==> config.mk <==
export PLATFORM = sky130hd
export DESIGN_NAME = incdec_exec
export DESIGN_NICKNAME = d
export VERILOG_FILES = /design/src/logic/incdec_pkg.sv /design/src/logic/decode_if.sv /design/src/logic/incdec_decoder.sv /design/src/logic/incdec_exec.sv
export SDC_FILE = /design/constraint.sdc
export NUM_CORES = 1
export LEC_CHECK = 0
export ABC_AREA = 1
export BUFFER_PORTS_ARGS = -buffer_cell sky130_fd_sc_hd__buf_2
export CAP_MARGIN = 20
export CORE_MARGIN = 10
export CORE_UTILIZATION = 40
export DETAILED_ROUTE_END_ITERATION = 8
export GPL_ROUTABILITY_DRIVEN = 0
export PLACE_DENSITY = 0.8
export SLEW_MARGIN = 10
export SYNTH_ARGS = -nofsm -noshare
export SYNTH_HDL_FRONTEND = slang
export SYNTH_HIERARCHICAL = 1
export SYNTH_SLANG_ARGS = --single-unit
==> constraint.sdc <==
create_clock -name clock_in -period 1.65 [get_ports clock_in]
set_input_delay 0.0825 -clock clock_in [delete_from_list [all_inputs] [get_ports clock_in]]
set_output_delay 0.0825 -clock clock_in [all_outputs]
set_load 0.005 [all_outputs]
==> src/logic/incdec_pkg.sv <==
// Purpose: Shared constants for the increment / decrement-skip execute block
// Assumes: 14-bit instruction words, 8-bit data path
// Notes:   Opcode prefixes sit in the top six bits of the instruction word
package incdec_pkg;
  localparam int          INSN_W       = 14;
  localparam int          DATA_W       = 8;
  localparam int          ADDR_W       = 7;
  localparam int          OPC_W        = 6;
  localparam int          OPC_LSB      = 8;
  localparam int          DEST_BIT     = 7;
  localparam logic [5:0]  OPC_INC      = 6'h0A;
  localparam logic [5:0]  OPC_DEC_SKIP = 6'h0B;
  localparam logic [7:0]  DATA_ONE     = 8'h01;
  localparam logic [7:0]  DATA_ZERO    = 8'h00;
  localparam logic        DEST_ACC     = 1'b0;
  localparam logic        DEST_REG     = 1'b1;
  localparam logic [13:0] NOP_WORD     = 14'h0000;
endpackage

==> src/logic/decode_if.sv <==
// Purpose: Carries decoded fields from the decoder to the execute top
// Assumes: Single clock domain
// Notes:   Pure combinational bundle
`timescale 1ns/1ns
interface decode_if;
  logic                         inc_hit;
  logic                         dec_hit;
  logic                         dest_sel;
  logic [incdec_pkg::ADDR_W-1:0] reg_addr;
  modport decoder (output inc_hit, output dec_hit, output dest_sel, output reg_addr);
  modport exec    (input inc_hit, input dec_hit, input dest_sel, input reg_addr);
endinterface

==> src/logic/incdec_decoder.sv <==
// Purpose: Recognises the two instruction patterns and splits out operands
// Assumes: Instruction word is already valid in the execute stage
// Notes:   Other opcodes give no hit and are left to the rest of the core
`timescale 1ns/1ns
module incdec_decoder
(
  // Instruction
  input  wire logic [incdec_pkg::INSN_W-1:0] insn_in,
  input  wire logic                          valid_in,
  // Decoded fields
  decode_if.decoder                          dec
);
  wire logic [incdec_pkg::OPC_W-1:0] opc_field;
  assign opc_field = insn_in[incdec_pkg::INSN_W-1:incdec_pkg::OPC_LSB];
  assign dec.inc_hit  = valid_in && (opc_field == incdec_pkg::OPC_INC);
  assign dec.dec_hit  = valid_in && (opc_field == incdec_pkg::OPC_DEC_SKIP);
  assign dec.dest_sel = insn_in[incdec_pkg::DEST_BIT];
  assign dec.reg_addr = insn_in[incdec_pkg::ADDR_W-1:0];
endmodule

==> src/logic/incdec_exec.sv <==
// Purpose: Execute stage for register increment and decrement-skip-if-zero
// Assumes: Register file reads combinationally at reg_addr_out
// Notes:   Results and write strobes are registered, one cycle after the word
`timescale 1ns/1ns
// Overview of operation
// - Increment reads the addressed register and yields its value plus one.
// - Destination bit 0 writes the accumulator, bit 1 writes back the source register.
// - Increment wraps modulo 256 and sets the zero flag on a zero result, else clears it.
// - The operand is a seven-bit register address plus one destination-select bit.
// - Decrement-and-skip subtracts one and skips the next word when the result is zero.
// - On a skip the prefetched word is discarded and a no-operation runs in its place.
module incdec_exec
(
  // Clock and reset
  input  wire logic                          clock_in,
  input  wire logic                          srst_in,
  // Instruction from fetch
  input  wire logic [incdec_pkg::INSN_W-1:0] insn_in,
  input  wire logic                          insn_valid_in,
  // Register file read port
  output wire logic [incdec_pkg::ADDR_W-1:0] reg_addr_out,
  input  wire logic [incdec_pkg::DATA_W-1:0] reg_data_in,
  // Result
  output logic      [incdec_pkg::DATA_W-1:0] result_out,
  output logic      [incdec_pkg::ADDR_W-1:0] wr_addr_out,
  output logic                               reg_we_out,
  output logic                               acc_we_out,
  output logic                               zero_we_out,
  output logic                               zero_flag_out,
  // Pipeline control
  output logic                               skip_out,
  output wire logic                          squash_out
);
  decode_if dec ();

  incdec_decoder u_decoder
  (
    .insn_in  (insn_in),
    .valid_in (insn_valid_in),
    .dec      (dec)
  );

  // While a skip is pending the current word is the discarded prefetch
  logic                                squash;
  wire  logic                          live_inc;
  wire  logic                          live_dec;
  wire  logic                          dest_is_reg;
  wire  logic                          dest_is_acc;
  wire  logic [incdec_pkg::DATA_W-1:0] inc_sum;
  wire  logic [incdec_pkg::DATA_W-1:0] dec_diff;
  wire  logic [incdec_pkg::DATA_W-1:0] next_result;
  wire  logic                          next_zero;
  wire  logic                          next_write;
  wire  logic                          next_skip;
  // Reference copies of flag and skip, rebuilt from the operand for the checks
  logic                                ref_zero;
  logic                                ref_skip;

  assign squash_out   = squash;
  assign live_inc     = dec.inc_hit && !squash;
  assign live_dec     = dec.dec_hit && !squash;
  assign dest_is_reg  = (dec.dest_sel == incdec_pkg::DEST_REG);
  assign dest_is_acc  = (dec.dest_sel == incdec_pkg::DEST_ACC);
  assign reg_addr_out = dec.reg_addr;
  // Width-limited add wraps 0xFF to 0x00
  assign inc_sum      = reg_data_in + incdec_pkg::DATA_ONE;
  // Same width on the way down, so 0x00 becomes 0xFF and does not skip
  assign dec_diff     = reg_data_in - incdec_pkg::DATA_ONE;
  assign next_result  = live_inc ? inc_sum : dec_diff;
  assign next_zero    = (next_result == incdec_pkg::DATA_ZERO);
  assign next_write   = live_inc || live_dec;
  // Skip and squash share one condition so they can never disagree
  assign next_skip    = live_dec && next_zero;

  always_ff @(posedge clock_in)
  begin
    if (srst_in)
    begin
      result_out  <= incdec_pkg::DATA_ZERO;
      wr_addr_out <= '0;
      reg_we_out  <= 1'b0;
      acc_we_out  <= 1'b0;
    end
    else
    begin
      result_out  <= next_result;
      wr_addr_out <= dec.reg_addr;
      reg_we_out  <= next_write && dest_is_reg;
      acc_we_out  <= next_write && dest_is_acc;
    end
  end

  // Only increment touches the zero flag; decrement-skip leaves it alone
  always_ff @(posedge clock_in)
  begin
    if (srst_in)
    begin
      zero_we_out   <= 1'b0;
      zero_flag_out <= 1'b0;
    end
    else
    begin
      zero_we_out   <= live_inc;
      zero_flag_out <= live_inc ? next_zero : zero_flag_out;
    end
  end

  // Skip costs one extra cycle: the next word is replaced by a no-operation
  always_ff @(posedge clock_in)
  begin
    if (srst_in)
    begin
      skip_out <= 1'b0;
      squash   <= 1'b0;
    end
    else
    begin
      skip_out <= next_skip;
      squash   <= next_skip;
    end
  end

  // Check-only references, built from the raw operand rather than next_result
  always_ff @(posedge clock_in)
  begin
    if (srst_in)
    begin
      ref_zero <= 1'b0;
      ref_skip <= 1'b0;
    end
    else
    begin
      ref_zero <= live_inc ? (reg_data_in == ~incdec_pkg::DATA_ZERO) : ref_zero;
      ref_skip <= live_dec && (reg_data_in == incdec_pkg::DATA_ONE);
    end
  end

  AST_INC_WRAP: assert property (@(posedge clock_in) disable iff (srst_in)
    live_inc && reg_data_in == 8'hFF |=> result_out == 8'h00 && zero_flag_out)
    else $error("increment of FF did not wrap to zero with flag set");
  AST_INC_SUM: assert property (@(posedge clock_in) disable iff (srst_in)
    live_inc |=> result_out == $past(reg_data_in) + 8'h01)
    else $error("increment result wrong");
  AST_DEST_ACC: assert property (@(posedge clock_in) disable iff (srst_in)
    (live_inc || live_dec) && !dec.dest_sel |=> acc_we_out && !reg_we_out)
    else $error("destination 0 did not write accumulator");
  AST_DEST_REG: assert property (@(posedge clock_in) disable iff (srst_in)
    (live_inc || live_dec) && dec.dest_sel |=> reg_we_out && !acc_we_out
      && wr_addr_out == $past(dec.reg_addr))
    else $error("destination 1 did not write source register");
  AST_ADDR: assert property (@(posedge clock_in) disable iff (srst_in)
    (live_inc || live_dec) |=> wr_addr_out == $past(insn_in[incdec_pkg::ADDR_W-1:0]))
    else $error("write address not taken from low seven bits of the word");
  AST_DEC_SKIP: assert property (@(posedge clock_in) disable iff (srst_in)
    live_dec |=> skip_out == ($past(reg_data_in) == 8'h01))
    else $error("skip not tied to zero decrement result");
  AST_SQUASH: assert property (@(posedge clock_in) disable iff (srst_in)
    skip_out |-> squash_out ##1 !squash_out && !reg_we_out && !acc_we_out)
    else $error("prefetched word not discarded for exactly one cycle");
  AST_INC_ONE_CYCLE: assert property (@(posedge clock_in) disable iff (srst_in)
    live_inc |=> zero_we_out && !skip_out && (reg_we_out || acc_we_out))
    else $error("increment did not complete in one cycle");

  // Increment clears the flag on a non-zero sum; nothing else moves it
  AST_INC_CLEAR: assert property (@(posedge clock_in) disable iff (srst_in)
    live_inc && reg_data_in != 8'hFF |=> !zero_flag_out)
    else $error("increment left zero flag set on a non-zero result");
  AST_FLAG_HOLD: assert property (@(posedge clock_in) disable iff (srst_in)
    !live_inc |=> !zero_we_out && $stable(zero_flag_out))
    else $error("zero flag moved without an increment");
  AST_FLAG_REF: assert property (@(posedge clock_in) disable iff (srst_in)
    zero_flag_out == ref_zero)
    else $error("zero flag differs from the operand-based reference");

  // Exactly one destination per executed word
  AST_ONE_DEST: assert property (@(posedge clock_in) disable iff (srst_in)
    !(reg_we_out && acc_we_out))
    else $error("result written to both destinations");
  AST_DEST_DEC: assert property (@(posedge clock_in) disable iff (srst_in)
    live_dec |=> reg_we_out == $past(dec.dest_sel) && acc_we_out == !$past(dec.dest_sel))
    else $error("decrement-skip result sent to the wrong destination");

  // Decrement-and-skip
  AST_DEC_DIFF: assert property (@(posedge clock_in) disable iff (srst_in)
    live_dec |=> result_out == $past(reg_data_in) - 8'h01)
    else $error("decrement result wrong");
  AST_DEC_WRAP: assert property (@(posedge clock_in) disable iff (srst_in)
    live_dec && reg_data_in == 8'h00 |=> result_out == 8'hFF && !skip_out)
    else $error("decrement of zero must give FF and no skip");
  AST_NO_SKIP: assert property (@(posedge clock_in) disable iff (srst_in)
    live_dec && reg_data_in != 8'h01 |=> !skip_out && !squash_out)
    else $error("skip raised on a non-zero decrement result");
  AST_SKIP_SOURCE: assert property (@(posedge clock_in) disable iff (srst_in)
    skip_out |-> $past(live_dec) && result_out == 8'h00)
    else $error("skip raised without a zero decrement");
  AST_SKIP_REF: assert property (@(posedge clock_in) disable iff (srst_in)
    skip_out == ref_skip)
    else $error("skip differs from the operand-based reference");
  AST_DEC_FLAG: assert property (@(posedge clock_in) disable iff (srst_in)
    live_dec |=> !zero_we_out)
    else $error("decrement-skip touched the zero flag");

  // Discarded prefetch: one cycle, and none of its strobes, skip or flag updates reach an output
  AST_SQUASH_ONE: assert property (@(posedge clock_in) disable iff (srst_in)
    squash_out |=> !squash_out)
    else $error("squash held for more than one cycle");
  AST_SQUASH_QUIET: assert property (@(posedge clock_in) disable iff (srst_in)
    squash_out |=> !reg_we_out && !acc_we_out && !zero_we_out && !skip_out)
    else $error("discarded word produced a visible effect");
  AST_SQUASH_FLAG: assert property (@(posedge clock_in) disable iff (srst_in)
    squash_out |=> $stable(zero_flag_out))
    else $error("discarded increment changed the zero flag");

  // Decode seen from the word itself, through to the strobes
  AST_INC_DECODE: assert property (@(posedge clock_in) disable iff (srst_in)
    insn_valid_in && !squash_out
      && insn_in[incdec_pkg::INSN_W-1:incdec_pkg::OPC_LSB] == incdec_pkg::OPC_INC
      |=> zero_we_out)
    else $error("valid increment word was not executed");
  AST_DEC_DECODE: assert property (@(posedge clock_in) disable iff (srst_in)
    insn_valid_in && !squash_out
      && insn_in[incdec_pkg::INSN_W-1:incdec_pkg::OPC_LSB] == incdec_pkg::OPC_DEC_SKIP
      |=> reg_we_out || acc_we_out)
    else $error("valid decrement-skip word was not executed");
  AST_IDLE_QUIET: assert property (@(posedge clock_in) disable iff (srst_in)
    !(live_inc || live_dec) |=> !reg_we_out && !acc_we_out && !zero_we_out && !skip_out)
    else $error("strobe raised without an executed word");

  // Checked through reset, so it carries no disable
  AST_RESET_QUIET: assert property (@(posedge clock_in)
    srst_in |=> !reg_we_out && !acc_we_out && !zero_we_out && !skip_out && !squash_out)
    else $error("write strobe or skip left active by reset");
endmodule

==> results of run 1 <==
[worst paths after layout]
kind / cells past startpoint / startpoint / endpoint / slack [ps]
worst max-delay path: 12 / squash_out / zero_flag_out / -8
worst min-delay path: 2 / reg_data_in[0] / result_out[0] / 20
worst min register to register: 3 / squash_out / squash_out / 540
worst max register to register: 12 / squash_out / zero_flag_out / -8
[power breakdown]
group	switching, mW	internal [mW]	leakage, nW
Combinational	0.127	0.135	0.712
Clock	0.149	0.245	0.0279
Sequential	0.00462	0.507	0.166
Total	0.281	0.887	0.905
[layout make-up]
| class | count | area, um2 | share of cell area |
|---|---|---|---|
| Inverter | 28 | 108 | 0.0653 |
| Multi-Input combinational cell | 91 | 618 | 0.375 |
| Timing Repair Buffer | 72 | 430 | 0.261 |
| Clock inverter | 1 | 30.0 | 0.0182 |
| Tap cell | 30 | 37.5 | 0.0228 |
| Sequential cell | 20 | 402 | 0.244 |
| Clock buffer | 3 | 22.5 | 0.0137 |
[what timing repair did]
item / CTS / global route
hold endpoints to repair: 8 / 0
hold buffers: 8 / 0
endpoints found under the setup margin: 3 / 3
setup buffers: 0 / 2
pin swaps: 1 / 5
gates resized for setup: 9 / 9
[cells in the mapped netlist (all sizes together)]
cell    count
xor2        1
nor2       25
nand2      32
nor3        1
buf        10
or2         1
nand3      14
clkbuf      1
fa          1
a21oi       7
dfxtp      20
ha          7
o21ai       2
inv        28
[per-layer routing]
| layer | vias to the layer above | global-route usage |
|---|---|---|
| met5 | - | 0 |
| li1 | 573 | - |
| met4 | 0 | 0.0387 |
| met3 | 4 | 0.0354 |
| met1 | 487 | 0.0944 |
| met2 | 29 | 0.196 |
[cells by family (layout without fill, tap and decap cells)]
group                      count (synthesis)  in the layout  synth area share
buffers and inverters                     39            104             0.167
AOI/OAI and AO/OA                          9              9            0.0488
adders and majority gates                  8              8            0.0999
and+or+nand+nor                           73             73             0.304
DFF                                       20             20             0.372
xor gates and xnor gates                   1              1           0.00813
[flip-flops by register name (all words and copies together) (netlist names)]
register / flops
reg_we_out: 1
zero_we_out: 1
wr_addr_out: 7
squash_out: 1
zero_flag_out: 1
acc_we_out: 1
result_out: 8
[critical path: stages, from the launching register on]
cell	delay [ps]
dfxtp_2	350
inv_4	80
nand2_8	100
fa_2	380
nand2_2	90
nand2_4	60
nand2_2	50
nand2_1	50
nand2_1	80
nand3_2	70
nor2_2	120
nand2_2	70
a21oi_2	100
[through the flow]
step / setup WS, ps / utilization / instance area, um2
global route: -121 / 0.653 / 1650
floorplan: 26.1 / - / 1090
finish: -7.99 / 0.653 / 1650
detailed placement: -213 / 0.551 / 1390
CTS: -37.2 / 0.625 / 1580
global placement: -173 / 0.551 / 1390
==> out/metrics.csv, run 1 <==
metric,value,unit
Syn Nets,183,
Initial Utilization,0.427,
final hold vios,0,
Post-Layout Cell Count,245,
Tot Pwr,1.17,mW
layout cells sized above 1,0.460,
Synth Instances,150,
most frequent cells in the layout,"buf_2 (52), inv_1 (26), nor2_1 (22), nand2_1 (21), dfxtp_1 (19)",
cell taking the most area after synthesis,dfxtp_1,
fin crit share,1.00,
Routed Antenna Nets,0,
RSZ-0062 raised after global routing,yes,
CORE AREA,0.00252,mm2
routed wl met2,1480,um
Filler cells,224,
GRT Total Usage,0.101,
fin nets,249,
"commonest non-fill, non-tap cell in the layout",buf_2,
final hold slack,21.8,ps
full die area,0.00517,mm2
vias in the first global route,1081,
antenna cells,0,
1st-iter DRT viols,31,
routed wire length on met3,215,um
Crit Path Class,reg -> reg,
worst-case clock buffer depth,2,
leak pwr,0.905,nW
vias per inst,4.46,
Clock Sinks,20,
"Reg clk slew, reported paths",120,ps
Max Cap Viol,0,
final WL,2790,um
Final setup viols,1,
warning count from the yosys run,6,
Area Growth Syn to Fin,53.0,%
Yosys reg bits,20,
root buf cell,clkbuf_4,
highest clock rate,0.603,GHz
IO Pins,53,
drt drc,5,
DR WL/cell,11.4,um
area share of the largest cell type after synthesis,0.372,
worst hold-check path type,in -> reg,
Max Fanout on Critical Path,8,
DR pass1 iterations,6,
Final min period,1660,ps
Slew headroom,0.789,
CTS tree,built,
CP Launch Type,flop,
count of pins over their slew limit,0,
post-synthesis sequential area ratio,0.372,
clock skew,5.61,ps
Worst Path Required,1890,ps
CTS buffer count,3,
global-route wire length before repair,4440,um
routed via count,1093,
number of port buffers,52,
power density cells,709,mW/mm2
initial antenna violation count,0,
Cell Rows,18,
Congestion Overflow GR,0,
Setup TNS Final,-7.99,ps
WP data arrival,1900,ps
H-Tree Level Count,1,
Final HPWL DP,2140,um
largest net degree at the start of global routing,19,
setup ws final,-7.99,ps
Die Height,71.9,um
VDD IR-drop max,0.000652,V
Syn Area/Cell,7.18,um2
WL met1,1050,um
failing checks,"design-rule violations, negative setup slack",
Placed Instances,231,
synthesized area,0.00108,mm2
"top cells by area, synth","dfxtp_1 (37%), inv_1 (9.1%), nand2_1 (9.1%)",
Max Used Layer,met4,
DIE WIDTH,71.9,um
Worst-Skew Late Latency,300,ps
synth unique cells,20,
crit path capture type,flop,
Slew @ Worst Pin,316,ps
status,"complete, but fails checks",
No activity file was read; power rests on OpenSTA's default activity.
==> run 2, diff against run 1 <==
--- a/config.mk
+++ b/config.mk
@@ -8,11 +8,12 @@
 export ABC_AREA = 1
 export BUFFER_PORTS_ARGS = -buffer_cell sky130_fd_sc_hd__buf_2
 export CAP_MARGIN = 20
+export CORE_ASPECT_RATIO = 1.1
 export CORE_MARGIN = 10
-export CORE_UTILIZATION = 40
+export CORE_UTILIZATION = 45
 export DETAILED_ROUTE_END_ITERATION = 8
 export GPL_ROUTABILITY_DRIVEN = 0
-export PLACE_DENSITY = 0.8
+export PLACE_DENSITY = 0.85
 export SLEW_MARGIN = 10
 export SYNTH_ARGS = -nofsm -noshare
 export SYNTH_HDL_FRONTEND = slang
==> constraint.sdc (replaced) <==
create_clock -name clock_in -period 1.8 [get_ports clock_in]
set_input_delay 0.09 -clock clock_in [delete_from_list [all_inputs] [get_ports clock_in]]
set_output_delay 0.09 -clock clock_in [all_outputs]
set_load 0.005 [all_outputs]
==> out/metrics.csv, run 2 (synthesis gave the netlist of run 1 again) <==
metric,value,unit,change
crit path capture type,flop,,unchanged
final hold vios,0,,unchanged
Initial Utilization,0.474,,was 0.427
DR pass1 iterations,4,,was 6
largest net degree at the start of global routing,19,,unchanged
initial antenna violation count,0,,unchanged
root buf cell,clkbuf_4,,unchanged
Final setup viols,0,,was 1
fin crit share,0.944,,was 1.00
layout cells sized above 1,0.457,,was 0.460
Area Growth Syn to Fin,48.0,%,was 53.0%
Finished Core Util,0.701,,was 0.653
power share of the sequential group,0.446,,was 0.438
post-detailed-placement cell area,0.00137,mm2,was 0.00139 mm2
Filler cells,187,,was 224
Worst Path Required,2050,ps,was 1890 ps
clock share of power,0.341,,was 0.337
count of pins over their slew limit,0,,unchanged
CTS tree,built,,unchanged
Top reg by flops,result_out,,unchanged
DIE WIDTH,66.7,um,was 71.9 um
highest clock rate,0.589,GHz,was 0.603 GHz
combinational fraction of design power,0.213,,was 0.225
max reg flops,8,,unchanged
Final min period,1700,ps,was 1660 ps
Max Cap Viol,0,,unchanged
status,"finished, final reports clean",,"was complete, but fails checks"
"commonest non-fill, non-tap cell in the layout",buf_2,,unchanged
drt drc,0,,was 5
CP Launch Type,flop,,unchanged
full die area,0.00475,mm2,was 0.00517 mm2
number of port buffers,52,,unchanged
worst-case clock buffer depth,2,,unchanged
Cell Rows,18,,unchanged
vias per inst,4.58,,was 4.46
clock skew,16.7,ps,was 5.61 ps
power density cells,658,mW/mm2,was 709 mW/mm2
final WL,2980,um,was 2790 um
Multi-input gate area,619,um2,was 618 um2
register area,404,um2,was 402 um2
most frequent cells in the layout,"buf_2 (52), inv_1 (26), nand2_1 (25), nor2_1 (22), dfxtp_1 (19)",,"was buf_2 (52), inv_1 (26), nor2_1 (22), nand2_1 (21), dfxtp_1 (19)"
IO Pins,53,,unchanged
Switching Share,0.240,,about the same
setup ws final,101,ps,was -7.99 ps
Die Height,71.3,um,was 71.9 um
Psw,0.251,mW,was 0.281 mW
"Reg clk slew, reported paths",120,ps,about the same
Power Internal,0.797,mW,was 0.887 mW
1st-iter DRT viols,25,,was 31
fin nets,244,,was 249
Post-Layout Cell Count,240,,was 245
Max Fanout on Critical Path,5,,was 8
vias in the first global route,1023,,was 1081
Slew headroom,0.788,,was 0.789
pre-CTS setup slack,-129,ps,was -213 ps
worst hold-check path type,in -> reg,,unchanged
design area,0.00159,mm2,was 0.00165 mm2
GRT Total Usage,0.106,,was 0.101
Placed Instances,230,,was 231
Routed Antenna Nets,0,,unchanged
CORE AREA,0.00227,mm2,was 0.00252 mm2
Worst-Skew Late Latency,300,ps,about the same
WP data arrival,1950,ps,was 1900 ps
antenna cells,0,,unchanged
routed via count,1099,,was 1093
Congestion Overflow GR,0,,unchanged
Slew @ Worst Pin,318,ps,was 316 ps
Top Registers,"result_out (8), wr_addr_out (7)",,unchanged
Crit Path Class,reg -> reg,,unchanged
VDD IR-drop max,0.000507,V,was 0.000652 V
Final HPWL DP,2160,um,was 2140 um
CTS buffer count,3,,unchanged
Clock Sinks,20,,unchanged
DR WL/cell,12.4,um,was 11.4 um
global-route wire length before repair,4160,um,was 4440 um
H-Tree Level Count,1,,unchanged
leak pwr,0.876,nW,was 0.905 nW
[run 2: cell types whose count changed in the layout (fill, tap and decap cells not counted)]
cell           before  now
nor2_2              3    2
inv_6               0    1
nand2_1            21   25
nand2_2             9    6
dlygate4sd3_1       8    2
nor2_4              0    1
inv_4               1    0
dfxtp_4             0    1
dfxtp_2             1    0
[run 2: metrics by stage]
| stage | hold WS [ps] | setup TNS, ps | power [mW] |
|---|---|---|---|
| CTS | 1.79 | 0 | 1.04 |
| global route | 3.42 | -0.0291 | 1.10 |
| finish | 5.03 | 0 | 1.05 |
| floorplan | 162 | 0 | 0.596 |
| global placement | 276 | -203 | 0.672 |
| detailed placement | 275 | -239 | 0.676 |
[run 2: what timing repair did]
item	CTS	global route
setup endpoints to repair	2	2
hold buffers	2	0
buffers inserted	0	3
gates cloned	0	1
endpoints found under the hold margin	2	0
resized for setup	2	16
pin swaps	0	1
[run 2: final cells by class]
class | count | area share
clock buffer | 3 | 0.0141
clock inverter | 1 | 0.0188
inverter | 28 | 0.0691
multi-input combinational | 92 | 0.389
sequential | 20 | 0.254
tap | 30 | 0.0235
timing repair buffer | 66 | 0.232
[run 2: critical path, cell delays in order, from the launching register on]
cell	delay (ps)
dfxtp_4	380
inv_6	80
nand2_8	80
fa_2	380
nand2_1	70
nand2_1	90
nand3_2	80
nand2_1	50
nand2_1	80
nand2_1	60
nor2_2	110
nand2_2	70
a21oi_2	100
[run 2: final timing paths]
path	endpoint	depth (start not counted)	startpoint	slack (ps)
worst max register to register	zero_flag_out	12	squash_out	100
worst min-delay path	wr_addr_out[5]	3	insn_in[5]	5
worst max-delay path	zero_flag_out	12	squash_out	100
worst min register to register	zero_flag_out	2	zero_flag_out	570
[run 2: power groups by stage]
stage                     Combinational (mW)  Sequential [mW]  Clock [mW]
after global placement                 0.193            0.479           0
final                                  0.223            0.468       0.358
after floorplan                        0.112            0.484           0
after CTS                              0.205            0.469       0.362
after detailed placement               0.197            0.480           0
after global routing                   0.251            0.470       0.379
[run 2: layer usage]
metal,vias up,global-route usage,wire length [um]
met1,483,0.105,1110
met2,45,0.192,1500
met3,6,0.0420,331
li1,565,-,-
met4,0,0.0350,44
met5,-,0,0
==> run 3, diff against run 2 <==
--- a/config.mk
+++ b/config.mk
@@ -5,7 +5,6 @@
 export SDC_FILE = /design/constraint.sdc
 export NUM_CORES = 1
 export LEC_CHECK = 0
-export ABC_AREA = 1
 export BUFFER_PORTS_ARGS = -buffer_cell sky130_fd_sc_hd__buf_2
 export CAP_MARGIN = 20
 export CORE_ASPECT_RATIO = 1.1
==> out/metrics.csv, run 3 <==
metric,value,unit,change
DR WL/cell,14.5,um,was 12.4 um
CTS tree,built,,unchanged
global-route wire length before repair,4570,um,was 4160 um
Final min period,1940,ps,was 1700 ps
crit path capture type,flop,,unchanged
warning count from the yosys run,6,,unchanged
post-detailed-placement cell area,0.00145,mm2,was 0.00137 mm2
Die Height,71.2,um,was 71.3 um
Slew headroom,0.778,,was 0.788
Finished Core Util,0.695,,was 0.701
leak pwr,0.758,nW,was 0.876 nW
antenna cells,0,,unchanged
VDD IR-drop max,0.000441,V,was 0.000507 V
Syn Nets,143,,was 183
max reg flops,8,,unchanged
"commonest non-fill, non-tap cell in the layout",buf_2,,unchanged
main combinational cell family by area after synthesis,simple AND/OR/NAND/NOR gates,,unchanged
global routing's busiest layer,met2,,unchanged
Slew @ Worst Pin,333,ps,was 318 ps
CORE AREA,0.00225,mm2,was 0.00227 mm2
drt drc,0,,unchanged
Top reg by flops,result_out,,unchanged
complex-gate fraction of the synthesized area,0.127,,was 0.0488
Worst-Skew Late Latency,290,ps,was 300 ps
H-Tree Level Count,1,,unchanged
synthesized area,0.00107,mm2,was 0.00108 mm2
Crit Path Class,in -> reg,,was reg -> reg
ys async rst share,0,,unchanged
Worst Setup SP,insn_in[12],,was squash_out
proportion of synthesized area in mux cells,0,,unchanged
vias in the first global route,1057,,was 1023
Max Cap Viol,0,,unchanged
fin crit share,1.08,,was 0.944
xor and xnor area share after synthesis,0.0478,,was 0.00813
Crit path max-delay family,simple AND/OR/NAND/NOR gates,,unchanged
Initial Utilization,0.476,,was 0.474
CTS buffer count,3,,unchanged
vias per inst,4.99,,was 4.58
failing checks,negative setup slack,,
routed via count,1012,,was 1099
Routed Antenna Nets,0,,unchanged
IO Pins,53,,unchanged
"top cells by area, synth","dfxtp_1 (37%), ha_1 (8.2%), buf_4 (6.3%)",,"was dfxtp_1 (37%), inv_1 (9.1%), nand2_1 (9.1%)"
post-synthesis adder-cell area fraction,0.100,,was 0.0999
synth unique cells,40,,was 20
CP max stage delay,390,ps,was 380 ps
Syn Area/Cell,9.75,um2,was 7.18 um2
Final setup viols,3,,was 0
Cell Rows,18,,unchanged
root buf cell,clkbuf_4,,unchanged
design area,0.00157,mm2,was 0.00159 mm2
CP Launch Type,input port,,was flop
1st-iter DRT viols,14,,was 25
Yosys reg bits,20,,unchanged
Commonest cells post-synth,"dfxtp_1 (20), nor2_1 (10), buf_4 (9), nor2b_1 (9)",,"was inv_1 (26), nand2_1 (26), nor2_1 (23), dfxtp_1 (20), nand3_1 (12)"
"Buf+Inv Stages, Crit Path",2,,was 1
Clock Sinks,20,,unchanged
M3 GR Usage,0.0504,,was 0.0420
Area Growth Syn to Fin,46.0,%,was 48.0%
number of flops mapped to enable cells by yosys,0,,unchanged
most frequent cells in the layout,"buf_2 (51), dfxtp_1 (20), buf_4 (16), nor2_1 (10), nor2b_1 (9)",,"was buf_2 (52), inv_1 (26), nand2_1 (25), nor2_1 (22), dfxtp_1 (19)"
highest clock rate,0.515,GHz,was 0.589 GHz
met1 Usage GRT,0.108,,was 0.105
most frequent cell after synthesis,dfxtp_1,,
"Reg clk slew, reported paths",110,ps,was 120 ps
setup ws final,-141,ps,was 101 ps
Congestion Overflow GR,0,,unchanged
full die area,0.00474,mm2,was 0.00475 mm2
"Top FF cell, synth",dfxtp_1,,unchanged
clock skew,0.972,ps,was 16.7 ps
Filler cells,183,,was 187
Max Fanout on Critical Path,5,,unchanged
GRT Total Usage,0.119,,was 0.106
worst r2r src,squash_out,,unchanged
Final HPWL DP,2390,um,was 2160 um
status,"complete, but fails checks",,"was finished, final reports clean"
CP max-delay cell,fa_2,,was dfxtp_4
post-synthesis sequential area ratio,0.373,,was 0.372
power density cells,677,mW/mm2,was 658 mW/mm2
number of port buffers,52,,unchanged
DIE WIDTH,66.5,um,was 66.7 um
Top Registers,"result_out (8), wr_addr_out (7)",,unchanged
simple-gate share of the synthesized area,0.274,,was 0.304
fin nets,207,,was 244
cell taking the most area after synthesis,dfxtp_1,,unchanged
DR pass1 iterations,4,,unchanged
pre-CTS setup slack,-547,ps,was -129 ps
layout cells sized above 1,0.532,,was 0.457
met2 Usage GRT,0.222,,was 0.192
"Critical Path, Cell by Cell","buf_6, nand4bb_4, nor4b_4, buf_4, nand2b_4, fa_2, a21oi_2, o21bai_1, xor2_1, nor4b_2, and4b_1",,"was inv_6, nand2_8, fa_2, nand2_1, nand2_1, nand3_2, nand2_1, nand2_1, nand2_1, nor2_2, nand2_2, a21oi_2"
final hold slack,14.8,ps,was 5.03 ps
Synth Instances,110,,was 150
Hold Crit Start,insn_in[5],,unchanged
initial antenna violation count,0,,unchanged
Worst Path Required,2040,ps,was 2050 ps
worst hold-check path type,in -> reg,,unchanged
largest net degree at the start of global routing,20,,was 19
area share of the largest cell type after synthesis,0.373,,was 0.372
RSZ-0062 raised after global routing,yes,,
WP data arrival,2180,ps,was 1950 ps
final hold vios,0,,unchanged
final WL,2930,um,was 2980 um
count of pins over their slew limit,0,,unchanged
worst-case clock buffer depth,2,,unchanged
[run 3: cell count changes in the layout (fill, tap and decap cells not counted), sizes merged, moves of 4 or more]
| cell | before | now |
|---|---|---|
| nand2 | 33 | 7 |
| nor2 | 25 | 10 |
| inv | 28 | 2 |
| nand3 | 14 | 2 |
| buf | 64 | 68 |
| nor2b | 0 | 9 |
[run 3: cell families after synthesis]
logic type	after synthesis
AND/OR/NAND/NOR	46
flip-flops	20
buffers and inverters	13
AO/OA/AOI/OAI	18
XOR/XNOR	5
adder cells (fa/ha/maj)	8
[run 3: per-layer routing]
metal	part of all wire	up-vias	routed length (um)
li1	-	503	-
met1	0.35	465	1040
met2	0.52	40	1520
met3	0.12	4	344
met4	0.013	0	38
met5	0	-	0
[run 3: where the power goes]
part	total, mW	internal [mW]	switching (mW)	leakage [nW]
Combinational	0.236	0.123	0.114	0.564
Clock	0.353	0.225	0.128	0.0279
Sequential	0.470	0.466	0.00437	0.165
Total	1.06	0.813	0.246	0.758
[run 3: worst paths after layout]
kind	endpoint	slack [ps]	depth (start not counted)
worst max-delay path	squash_out	-140	11
worst min-delay path	wr_addr_out[5]	10	2
worst max register to register	squash_out	-60	7
worst min register to register	acc_we_out	600	2
[run 3: final cells by class]
cell class,instances,area (um2),area share
clock buffer,3,22.5,0.0144
clock inverter,1,30.0,0.0192
inverter,2,7.51,0.00480
multi-input combinational,78,671,0.428
sequential,20,400,0.256
tap,30,37.5,0.0240
timing repair buffer,69,397,0.253
[run 3: what timing repair did]
item,CTS,global route
cloned,1,0
pin swaps,5,5
hold buffers,1,0
buffers inserted,1,0
gates resized for setup,2,4
hold endpoints to repair,1,0
setup endpoints to repair,6,6
[run 3: metrics by stage]
step                setup TNS, ps  total power [mW]  cells
floorplan                    -879             0.606    110
global placement            -2340             0.695    196
detailed placement          -3040             0.704    196
CTS                          -293              1.06    203
global route                 -931              1.11    203
finish                       -268              1.06    203
